--- src/common/tsc_map.vh ---
// Register map, field positions and reset values of the touch capture block
`ifndef TSC_MAP_VH
`define TSC_MAP_VH

// ----------------------------------------
// Register offsets
// ----------------------------------------
`define TSC_OFS_CTRL 16'hA130
`define TSC_OFS_ANALOG 16'hA131
`define TSC_OFS_FILTER 16'hA132
`define TSC_OFS_THR0 16'hA133
`define TSC_OFS_THR1 16'hA134
`define TSC_OFS_THR2 16'hA135
`define TSC_OFS_RELOAD0 16'hA140
`define TSC_OFS_VALUE0 16'hA144
`define TSC_OFS_FAST0 16'hA148
`define TSC_OFS_SLOW0 16'hA14C

// ----------------------------------------
// Control register fields
// ----------------------------------------
`define TSC_CTRL_ENABLE 7
`define TSC_CTRL_MODE 6
`define TSC_CTRL_CLKSEL_HI 5
`define TSC_CTRL_CLKSEL_LO 4
`define TSC_CTRL_AUTO 3
`define TSC_CTRL_IRQ_EN 2
`define TSC_CTRL_IRQ_FLAG 1
`define TSC_CTRL_START 0

// ----------------------------------------
// Analog register fields
// ----------------------------------------
`define TSC_ANA_COMPARATOR_SPEED_SELECT 7
`define TSC_ANA_DITHER 6
`define TSC_ANA_MULT 4
`define TSC_ANA_STEP_HI 3
`define TSC_ANA_STEP_LO 0

// ----------------------------------------
// Filter register fields
// ----------------------------------------
`define TSC_FLT_SLOW_HI 7
`define TSC_FLT_SLOW_LO 4
`define TSC_FLT_FAST_HI 3
`define TSC_FLT_FAST_LO 0
`define TSC_SLOW_MAX_CODE 4'h4
`define TSC_SLOW_BASE_SHIFT 3'h3
`define TSC_FAST_MAX_CODE 4'h3

// ----------------------------------------
// Reset values
// ----------------------------------------
`define TSC_RST_BYTE 8'h00
`define TSC_RST_WORD 24'h000000
`define TSC_PRBS_SEED 8'hFF

`endif

--- src/tsc_prbs.v ---
// Pseudo-random bit source of period 255 for current dithering
`timescale 1ns/1ps

`include "tsc_map.vh"

module tsc_prbs (
   input wire i_clk,
   input wire i_rst,
   input wire i_step,
   output wire o_bit
);

   reg [7:0] lfsr_q;
   wire fb;

   // ----------------------------------------
   // Maximal length 8-bit shift register
   // ----------------------------------------
   assign fb = lfsr_q[7] ^ lfsr_q[5] ^ lfsr_q[4] ^ lfsr_q[3];
   assign o_bit = lfsr_q[7];

   always @(posedge i_clk) begin
      if (i_rst) begin
         lfsr_q <= `TSC_PRBS_SEED;
      end else if (i_step) begin
         lfsr_q <= {lfsr_q[6:0], fb};
      end
   end

endmodule

--- src/tsc_mavg.v ---
// Moving-average update step, shared by the slow and fast filters
`timescale 1ns/1ps

`include "tsc_map.vh"

module tsc_mavg #(
   parameter W = 24,
   parameter IS_SLOW = 1
) (
   input wire [W-1:0] i_value,
   input wire [W-1:0] i_avg,
   input wire [3:0] i_setting,
   output reg [W-1:0] o_avg
);

   reg [2:0] shift;
   reg pass;
   reg [W+7:0] acc;

   // ----------------------------------------
   // (value + (N-1)*avg) / N, N a power of two
   // ----------------------------------------
   always @* begin
      shift = 3'h0;
      pass = 1'b1;
      acc = {(W+8){1'b0}};
      if (IS_SLOW != 0) begin
         if (i_setting != 4'h0 && i_setting <= `TSC_SLOW_MAX_CODE) begin
            shift = i_setting[2:0] + `TSC_SLOW_BASE_SHIFT;
            pass = 1'b0;
         end
      end else begin
         if (i_setting != 4'h0 && i_setting <= `TSC_FAST_MAX_CODE) begin
            shift = i_setting[2:0];
            pass = 1'b0;
         end
      end
      acc = ({8'h00, i_avg} << shift) - {8'h00, i_avg} + {8'h00, i_value};
      acc = acc >> shift;
      if (pass) begin
         o_avg = i_value;
      end else begin
         o_avg = acc[W-1:0];
      end
   end

endmodule

--- src/tsc_top.v ---
// Capture control, register file and filters of the touch capture block
`timescale 1ns/1ps

`include "tsc_map.vh"

// Notes on behaviour
// - Clock select codes 0,1 pick fast oscillator; 2,3 pick slow oscillator.
// - Busy bit is high exactly while a capture runs.
// - Writing one to start with the enable bit also set begins a capture.
// - Auto off: one capture, then idle.
// - Auto on: captures repeat until a touch is detected.
// - Writing zero to start aborts a running capture at once.
// - Speed bit drives comparator speed only; it does not set the current scale.
// - Dither on: 255-bit sequence picks single or double current per cycle.
// - Multiplier bit asks the current source for five times current.
// - Four-bit step code goes to the current source, 0.125uA per step.
// - Slow filter: copy for 0, N of 16..128 for codes 1..4.
// - Fast filter: copy for 0, N of 2,4,8 for codes 1..3.
// - Start clears counter, loads timer; expiry captures and updates averages.
// - Mode 0: sensor clocks timer; mode 1: internal clock times.
// - Auto mode wakes when fast average beats slow by the threshold.
module tsc_top #(
   parameter W = 24
) (
   input wire I_CLK_SYS,
   input wire I_SYS_RST,
   input wire [15:0] I_ADDR,
   input wire [7:0] I_WDATA,
   input wire I_WR,
   input wire I_RD,
   output reg [7:0] O_RDATA,
   input wire I_SENSE_OSC,
   input wire I_FAST_OSC,
   input wire I_SLOW_OSC,
   output reg O_SENSE_EN,
   output reg O_CLK_SEL_SLOW,
   output reg O_COMP_COMPARATOR_SPEED_SELECT,
   output reg O_CUR_DOUBLE,
   output reg O_CUR_MULT5,
   output reg [3:0] O_CUR_STEP,
   output reg O_BUSY,
   output reg O_WAKE,
   output reg O_IRQ
);

   // ----------------------------------------
   // Byte access helpers
   // ----------------------------------------
   function [W-1:0] byte_put;
      input [W-1:0] old;
      input [1:0] idx;
      input [7:0] data;
      begin
         byte_put = old;
         case (idx)
            2'h0: byte_put[7:0] = data;
            2'h1: byte_put[15:8] = data;
            2'h2: byte_put[23:16] = data;
            default: byte_put = old;
         endcase
      end
   endfunction

   function [7:0] byte_get;
      input [W-1:0] word;
      input [1:0] idx;
      begin
         case (idx)
            2'h0: byte_get = word[7:0];
            2'h1: byte_get = word[15:8];
            2'h2: byte_get = word[23:16];
            default: byte_get = 8'h00;
         endcase
      end
   endfunction

   localparam ST_IDLE = 1'b0;
   localparam ST_RUN = 1'b1;

   // ----------------------------------------
   // State
   // ----------------------------------------
   reg [7:0] ctrl_q;
   reg [7:0] analog_q;
   reg [7:0] filter_q;
   reg [W-1:0] thr_q;
   reg [W-1:0] reload_q;
   reg [W-1:0] value_q;
   reg [W-1:0] fast_q;
   reg [W-1:0] slow_q;
   reg [W-1:0] timer_q;
   reg [W-1:0] count_q;
   reg state_q;
   reg flag_q;
   reg sense_prev_q;
   reg fast_prev_q;
   reg slow_prev_q;

   reg [7:0] ctrl_d;
   reg [W-1:0] fast_d;
   reg [W-1:0] slow_d;
   reg [W-1:0] value_d;
   reg [W-1:0] timer_d;
   reg [W-1:0] count_d;
   reg state_d;
   reg flag_d;
   reg wake_d;

   wire [W-1:0] fast_upd;
   wire [W-1:0] slow_upd;
   wire [W-1:0] capture;
   wire prbs_bit;
   wire sense_tick;
   wire int_tick;
   wire timer_tick;
   wire count_tick;
   wire expire;
   wire wr_ctrl;
   wire start_cmd;
   wire abort_cmd;
   wire detect;
   wire [1:0] idx;

   // ----------------------------------------
   // Clock sources and pairing
   // ----------------------------------------
   assign sense_tick = I_SENSE_OSC & ~sense_prev_q;
   assign int_tick = ctrl_q[`TSC_CTRL_CLKSEL_HI] ?
      (I_SLOW_OSC & ~slow_prev_q) : (I_FAST_OSC & ~fast_prev_q);
   assign timer_tick = ctrl_q[`TSC_CTRL_MODE] ? int_tick : sense_tick;
   assign count_tick = ctrl_q[`TSC_CTRL_MODE] ? sense_tick : int_tick;

   // ----------------------------------------
   // Command decode
   // ----------------------------------------
   assign idx = I_ADDR[1:0];
   assign wr_ctrl = I_WR && (I_ADDR == `TSC_OFS_CTRL);
   assign start_cmd = wr_ctrl && I_WDATA[`TSC_CTRL_START] &&
      I_WDATA[`TSC_CTRL_ENABLE];
   assign abort_cmd = wr_ctrl && !start_cmd;
   assign expire = (state_q == ST_RUN) && timer_tick &&
      (timer_q <= {{(W-1){1'b0}}, 1'b1});
   assign capture = count_tick ? count_q + {{(W-1){1'b0}}, 1'b1} : count_q;

   // ----------------------------------------
   // Filters and dither source
   // ----------------------------------------
   tsc_mavg #(.W(W), .IS_SLOW(1)) u_slow (
      .i_value(capture),
      .i_avg(slow_q),
      .i_setting(filter_q[`TSC_FLT_SLOW_HI:`TSC_FLT_SLOW_LO]),
      .o_avg(slow_upd)
   );

   tsc_mavg #(.W(W), .IS_SLOW(0)) u_fast (
      .i_value(capture),
      .i_avg(fast_q),
      .i_setting(filter_q[`TSC_FLT_FAST_HI:`TSC_FLT_FAST_LO]),
      .o_avg(fast_upd)
   );

   tsc_prbs u_prbs (
      .i_clk(I_CLK_SYS),
      .i_rst(I_SYS_RST),
      .i_step(sense_tick),
      .o_bit(prbs_bit)
   );

   assign detect = ({1'b0, fast_upd} > ({1'b0, slow_upd} + {1'b0, thr_q}));

   // ----------------------------------------
   // Next state
   // ----------------------------------------
   always @* begin
      ctrl_d = ctrl_q;
      fast_d = fast_q;
      slow_d = slow_q;
      value_d = value_q;
      timer_d = timer_q;
      count_d = count_q;
      state_d = state_q;
      flag_d = flag_q;
      wake_d = 1'b0;
      if (wr_ctrl) begin
         ctrl_d = I_WDATA;
         if (!I_WDATA[`TSC_CTRL_IRQ_FLAG]) begin
            flag_d = 1'b0;
         end
      end
      if (I_WR && I_ADDR[15:2] == `TSC_OFS_FAST0 >> 2) begin
         fast_d = byte_put(fast_q, idx, I_WDATA);
      end
      if (I_WR && I_ADDR[15:2] == `TSC_OFS_SLOW0 >> 2) begin
         slow_d = byte_put(slow_q, idx, I_WDATA);
      end
      case (state_q)
         ST_IDLE: begin
            if (start_cmd) begin
               count_d = {W{1'b0}};
               timer_d = reload_q;
               state_d = ST_RUN;
            end
         end
         ST_RUN: begin
            if (start_cmd) begin
               count_d = {W{1'b0}};
               timer_d = reload_q;
            end else if (abort_cmd) begin
               state_d = ST_IDLE;
            end else if (expire) begin
               value_d = capture;
               fast_d = fast_upd;
               slow_d = slow_upd;
               count_d = {W{1'b0}};
               timer_d = reload_q;
               if (!ctrl_q[`TSC_CTRL_AUTO]) begin
                  state_d = ST_IDLE;
                  flag_d = 1'b1;
               end else if (detect) begin
                  state_d = ST_IDLE;
                  flag_d = 1'b1;
                  wake_d = 1'b1;
               end
            end else begin
               count_d = capture;
               if (timer_tick) begin
                  timer_d = timer_q - {{(W-1){1'b0}}, 1'b1};
               end
            end
         end
         default: state_d = ST_IDLE;
      endcase
   end

   // ----------------------------------------
   // Registers
   // ----------------------------------------
   always @(posedge I_CLK_SYS) begin
      if (I_SYS_RST) begin
         ctrl_q <= `TSC_RST_BYTE;
         analog_q <= `TSC_RST_BYTE;
         filter_q <= `TSC_RST_BYTE;
         thr_q <= `TSC_RST_WORD;
         reload_q <= `TSC_RST_WORD;
         value_q <= `TSC_RST_WORD;
         fast_q <= `TSC_RST_WORD;
         slow_q <= `TSC_RST_WORD;
         timer_q <= `TSC_RST_WORD;
         count_q <= `TSC_RST_WORD;
         state_q <= ST_IDLE;
         flag_q <= 1'b0;
         sense_prev_q <= 1'b0;
         fast_prev_q <= 1'b0;
         slow_prev_q <= 1'b0;
      end else begin
         ctrl_q <= ctrl_d;
         fast_q <= fast_d;
         slow_q <= slow_d;
         value_q <= value_d;
         timer_q <= timer_d;
         count_q <= count_d;
         state_q <= state_d;
         flag_q <= flag_d;
         sense_prev_q <= I_SENSE_OSC;
         fast_prev_q <= I_FAST_OSC;
         slow_prev_q <= I_SLOW_OSC;
         if (I_WR && I_ADDR == `TSC_OFS_ANALOG) begin
            analog_q <= I_WDATA;
         end
         if (I_WR && I_ADDR == `TSC_OFS_FILTER) begin
            filter_q <= I_WDATA;
         end
         if (I_WR && I_ADDR >= `TSC_OFS_THR0 &&
            I_ADDR <= `TSC_OFS_THR2) begin
            thr_q <= byte_put(thr_q, I_ADDR[1:0] - 2'h3, I_WDATA);
         end
         if (I_WR && I_ADDR[15:2] == `TSC_OFS_RELOAD0 >> 2) begin
            reload_q <= byte_put(reload_q, idx, I_WDATA);
         end
      end
   end

   // ----------------------------------------
   // Outputs
   // ----------------------------------------
   always @(posedge I_CLK_SYS) begin
      if (I_SYS_RST) begin
         O_SENSE_EN <= 1'b0;
         O_CLK_SEL_SLOW <= 1'b0;
         O_COMP_COMPARATOR_SPEED_SELECT <= 1'b0;
         O_CUR_DOUBLE <= 1'b0;
         O_CUR_MULT5 <= 1'b0;
         O_CUR_STEP <= 4'h0;
         O_BUSY <= 1'b0;
         O_WAKE <= 1'b0;
         O_IRQ <= 1'b0;
      end else begin
         O_SENSE_EN <= ctrl_d[`TSC_CTRL_ENABLE];
         O_CLK_SEL_SLOW <= ctrl_d[`TSC_CTRL_CLKSEL_HI];
         O_COMP_COMPARATOR_SPEED_SELECT <= analog_q[`TSC_ANA_COMPARATOR_SPEED_SELECT];
         O_CUR_DOUBLE <= analog_q[`TSC_ANA_DITHER] & prbs_bit;
         O_CUR_MULT5 <= analog_q[`TSC_ANA_MULT];
         O_CUR_STEP <= analog_q[`TSC_ANA_STEP_HI:`TSC_ANA_STEP_LO];
         O_BUSY <= (state_d == ST_RUN);
         O_WAKE <= wake_d;
         O_IRQ <= flag_d & ctrl_d[`TSC_CTRL_IRQ_EN];
      end
   end

   // ----------------------------------------
   // Read port
   // ----------------------------------------
   always @(posedge I_CLK_SYS) begin
      if (I_SYS_RST || !I_RD) begin
         O_RDATA <= 8'h00;
      end else begin
         case (I_ADDR)
            `TSC_OFS_CTRL: O_RDATA <= {ctrl_q[7:2], flag_q,
               state_q == ST_RUN};
            `TSC_OFS_ANALOG: O_RDATA <= {analog_q[7:6], 1'b0, analog_q[4:0]};
            `TSC_OFS_FILTER: O_RDATA <= filter_q;
            `TSC_OFS_THR0: O_RDATA <= thr_q[7:0];
            `TSC_OFS_THR1: O_RDATA <= thr_q[15:8];
            `TSC_OFS_THR2: O_RDATA <= thr_q[23:16];
            default: begin
               if (I_ADDR[15:2] == `TSC_OFS_RELOAD0 >> 2) begin
                  O_RDATA <= byte_get(reload_q, idx);
               end else if (I_ADDR[15:2] == `TSC_OFS_VALUE0 >> 2) begin
                  O_RDATA <= byte_get(value_q, idx);
               end else if (I_ADDR[15:2] == `TSC_OFS_FAST0 >> 2) begin
                  O_RDATA <= byte_get(fast_q, idx);
               end else if (I_ADDR[15:2] == `TSC_OFS_SLOW0 >> 2) begin
                  O_RDATA <= byte_get(slow_q, idx);
               end else begin
                  O_RDATA <= 8'h00;
               end
            end
         endcase
      end
   end

endmodule

--- config.mk ---
export PLATFORM = sky130hd
export DESIGN_NAME = tsc_top
export DESIGN_NICKNAME = d
export VERILOG_FILES = /design/src/tsc_prbs.v /design/src/tsc_mavg.v /design/src/tsc_top.v
export VERILOG_INCLUDE_DIRS = /design/src /design/src/common
export SDC_FILE = /design/constraint.sdc
export NUM_CORES = 1
export LEC_CHECK = 0
export BUFFER_PORTS_ARGS = -buffer_cell sky130_fd_sc_hd__buf_2
export CORE_MARGIN = 2
export CORE_UTILIZATION = 65
export CTS_BUF_LIST = sky130_fd_sc_hd__clkbuf_4
export DETAILED_ROUTE_END_ITERATION = 7
export HOLD_SLACK_MARGIN = 0.1
export PLACE_DENSITY = 0.82
export SYNTH_ARGS = -nofsm -noshare
export SYNTH_HDL_FRONTEND = slang
export SYNTH_SLANG_ARGS = --single-unit
--- constraint.sdc ---
create_clock -name I_CLK_SYS -period 10.37 [get_ports I_CLK_SYS]
set_clock_uncertainty 0.2 [all_clocks]
set_input_delay 1.5555 -clock I_CLK_SYS [delete_from_list [all_inputs] [get_ports I_CLK_SYS]]
set_output_delay 1.5555 -clock I_CLK_SYS [all_outputs]
set_load 0.01 [all_outputs]
==> summary.md <==
| Metric | Value |
|---|---|
| Synthesis warning total | `0` |
| Filler cells | `2526` |
| Die Y | `roughly 180 µm` |
| DR iter-0 viols | `between 2000 and 3000` |
| Die width | `approximately 180 µm` |
| Avg WL per Cell | `23.7 µm` |
| Largest net degree at the start of global routing | `108` |
| DP Worst Slack | `0.235 ns` |
| Hold path start | `value_q[2]` |
| LEAKAGE | `around 9.6 nW` |
| GRT overflow | `0` |
| First-pass GRT wire length | `around 120 mm` |
| TritonCTS Buffers | `55` |
| Post-DRT Antenna Nets | `0` |
| Fin. Hold Viols | `0` |
| Asr flop ratio synth | `0%` |
| # placed instances | `3098` |
| Fin cells | `between 3000 and 4000` |
| # DRC | `0` |
| FF/Latch Area | `approximately 4400 µm²` |
| Final Critical Period | `slightly below 10 ns` |
| Routed vias | `around 22000` |
| Critical path class | `flip-flop to flip-flop` |
| Row cnt | `64` |
| Pwr dens | `roughly 75 nW/µm²` |
| Top_reg_cell synth | `dfxtp_1` |
| Post-synth cell types | `94` |
| Hold Crit Depth | `2` |
| Worst path bufs/invs | `5` |
| GR Util All Layers | `45.0%` |
| Final worst slack | `0.645 ns` |
| Max transition margin | `8.07%` |
| Syn Area/Cell | `about 7.5 µm²` |
| Worst Hold End | `value_q[2]` |
| IO buf count | `50` |
| Resized cells post-CTS | `0` |
| Min Hold Slack | `0.253 ns` |
| Synthesized area | `20500 µm²` |
| Seq/Total Area, Yosys | `roughly 21%` |
| Setup crit end kind | `flip-flop` |
| Flop2flop setup slack | `0.65 ns` |
| Share of cells above drive strength 1 | `10.5%` |
| Clock-pin slew on the worst setup and hold paths | `0.07 ns` |
| Global placement routability congestion | `about 1.0` |
| H-Tree Depth | `2` |
| Commonest non-fill, non-tap cells in the layout | `373 x nand2_1, 282 x nor2_1, 243 x a21oi_1` |
| Critical Path Max Stage Delay | `about 0.49 ns` |
| CP Launch Type | `flip-flop` |
| Vias/cell | `6.83` |
| Ranking of synthesized cells by area | `dfxtp_1 21%, mux2i_1 10%, ha_1 7.0%` |
| Antenna violations before repair | `3` |
| RSZ-0062 raised after global routing | `no` |
| Critical R2R Launch | `filter_q[4]` |
| Area growth syn-to-layout | `7.28%` |
| Crit path max-delay family | `compound AO/OA/AOI/OAI gates` |
| Cell count after synthesis | `around 2700` |
| CP Data Arrival Time | `between 10 and 15 ns` |
| Peak supply drop | `approximately 0.083 mV` |
| Clock Path Buffers | `3` |
| Starting Density | `66.4%` |
| Max-cap violations | `0` |
| Multi-input gate area in the final layout | `15000 µm²` |
| Detailed Route WL | `roughly 76 mm` |
| Post-synth EDFFs | `0` |
| CTS Hold Bufs | `0` |
| CP most frequent cell | `ha_1` |
| Synthesized flop and latch total | `between 200 and 250` |
| CTS tree | `done` |
| Nets | `around 3000` |
| Status | `completed` |
| Setup Viol. Count Final | `0` |
| Post-layout util | `a little under three quarters` |
| Area leader, netlist | `dfxtp_1` |
| Crit-path max FO | `21` |
| Post-DP HPWL | `approximately 57 mm` |
| Clock insertion delay at the later pin of the skew report | `0.72 ns` |
| Clock root buffer | `clkbuf_4` |
| Final critical-path share of the clock period | `a little over nine tenths` |
| Worst-Margin Slew | `between 1 and 1.5 ns` |
| Cells on worst reg2reg path | `42` |
| Post-CTS Setup Inserts | `0` |
| Max Fclk | `about 100 MHz` |
| Setup TNS | `0 ns` |
| Die area | `between 30000 and 40000 µm²` |
| Vias in the first global route | `20900` |
| Count of pins over their slew limit | `0` |
| R2r endpoint | `O_BUSY` |
| Worst EP required | `about 11 ns` |
| Ports | `just over 50` |
| Post-synth top area share | `a little over a fifth` |
| Tightest Hold Check Type | `flip-flop to flip-flop` |
| Clock sink total | `roughly 220` |
| Number of iterations in the first detailed-routing pass | `8` |
| Synthesized Nets | `just under 3000` |
| Core area | `between 30000 and 40000 µm²` |
| Critical-path top delay cell | `or2_0` |
| Most common cell after layout, fill and taps aside | `nand2_1` |
==> worst max path at each step <==
| stage | start | depth (start not counted) | to |
|---|---|---|---|
| floorplan | I_SENSE_OSC | 36 | O_IRQ |
| global placement | I_SLOW_OSC | 36 | flag_q |
| detailed placement | I_SLOW_OSC | 37 | flag_q |
| CTS | filter_q[4] | 38 | flag_q |
| global route | filter_q[4] | 39 | O_BUSY |
| finish | filter_q[4] | 42 | O_BUSY |
==> registers in the layout, summed over array words and instances, names as in the netlist, 4 cells and up <==
signal,flops
O_CUR_STEP,4
O_RDATA,8
analog_q,7
count_q,24
ctrl_q,5
fast_q,24
filter_q,8
reload_q,24
slow_q,24
thr_q,24
timer_q,24
u_prbs.lfsr_q,8
value_q,24
==> cells by family after synthesis <==
logic type / Yosys count / synth area share [%]
multiplexers: 224 / 11.2
AND/OR/NAND/NOR: 954 / 20.9
XOR/XNOR: 102 / 4.40
AO/OA/AOI/OAI: 764 / 24.6
flip-flops: 219 / 21.4
buffers and inverters: 293 / 5.69
adder cells (fa/ha/maj): 163 / 11.8
==> power by group <==
part / switching [mW] / total (mW) / internal [mW]
clock: 0.371 / 0.712 / 0.341
sequential: 0.00192 / 0.846 / 0.844
combinational: 0.0607 / 0.0802 / 0.0194
==> metal layers <==
layer	track usage, %	vias to the layer above	part of all wire, %
met5	0	-	0.044
met3	10.5	406	12
li1	-	9808	-
met2	72.6	1473	45
met1	54.0	10100	36
met4	29.4	4	7.5
==> area by class of cell <==
class	instances	share of cell area (%)
Inverter	127	2.17
Timing Repair Buffer	149	4.55
Antenna cell	2	0.0228
Clock buffer	77	2.63
Clock inverter	15	0.313
Multi-Input combinational cell	2207	68.1
Sequential cell	219	20.0
Tap cell	396	2.26
==> stage by stage <==
stage | area (µm²) | power (mW)
after floorplan | 20500 | 0.910
after global placement | 21300 | 0.938
after detailed placement | 21300 | 0.940
after CTS | 22000 | 1.63
after global routing | 22000 | 1.68
final | 22000 | 1.64
==> synth_stat cells, types with 9 or more instances <==
master,n
nand2b_1,21
o21ai_0,115
o21a_1,41
nor3_1,54
and3_1,23
nand2_1,373
o211ai_1,25
nor2_1,285
ha_1,114
and2_1,18
nand4_1,26
o211a_1,11
clkbuf_1,117
o31ai_1,13
a22oi_1,29
mux2i_1,212
mux2_2,9
or3_1,19
xnor2_1,60
o22ai_1,28
a21o_1,62
fa_1,49
dfxtp_1,219
a21oi_1,244
xor2_1,41
nand3_1,59
o21bai_1,10
a221oi_1,33
inv_1,127
buf_1,11
buf_2,33
a31oi_1,22
a211oi_1,48
a22o_1,9
nor2b_1,25
==> tightest hold or removal path, delay by kind of cell, from the launching register on <==
| kind | cells | cell delay (ns) |
|---|---|---|
| flip-flops | 1 | 0.31 |
| AO/OA/AOI/OAI | 1 | 0.05 |
| AND/OR/NAND/NOR | 1 | 0.05 |
Power figures use the tool's default switching activity.
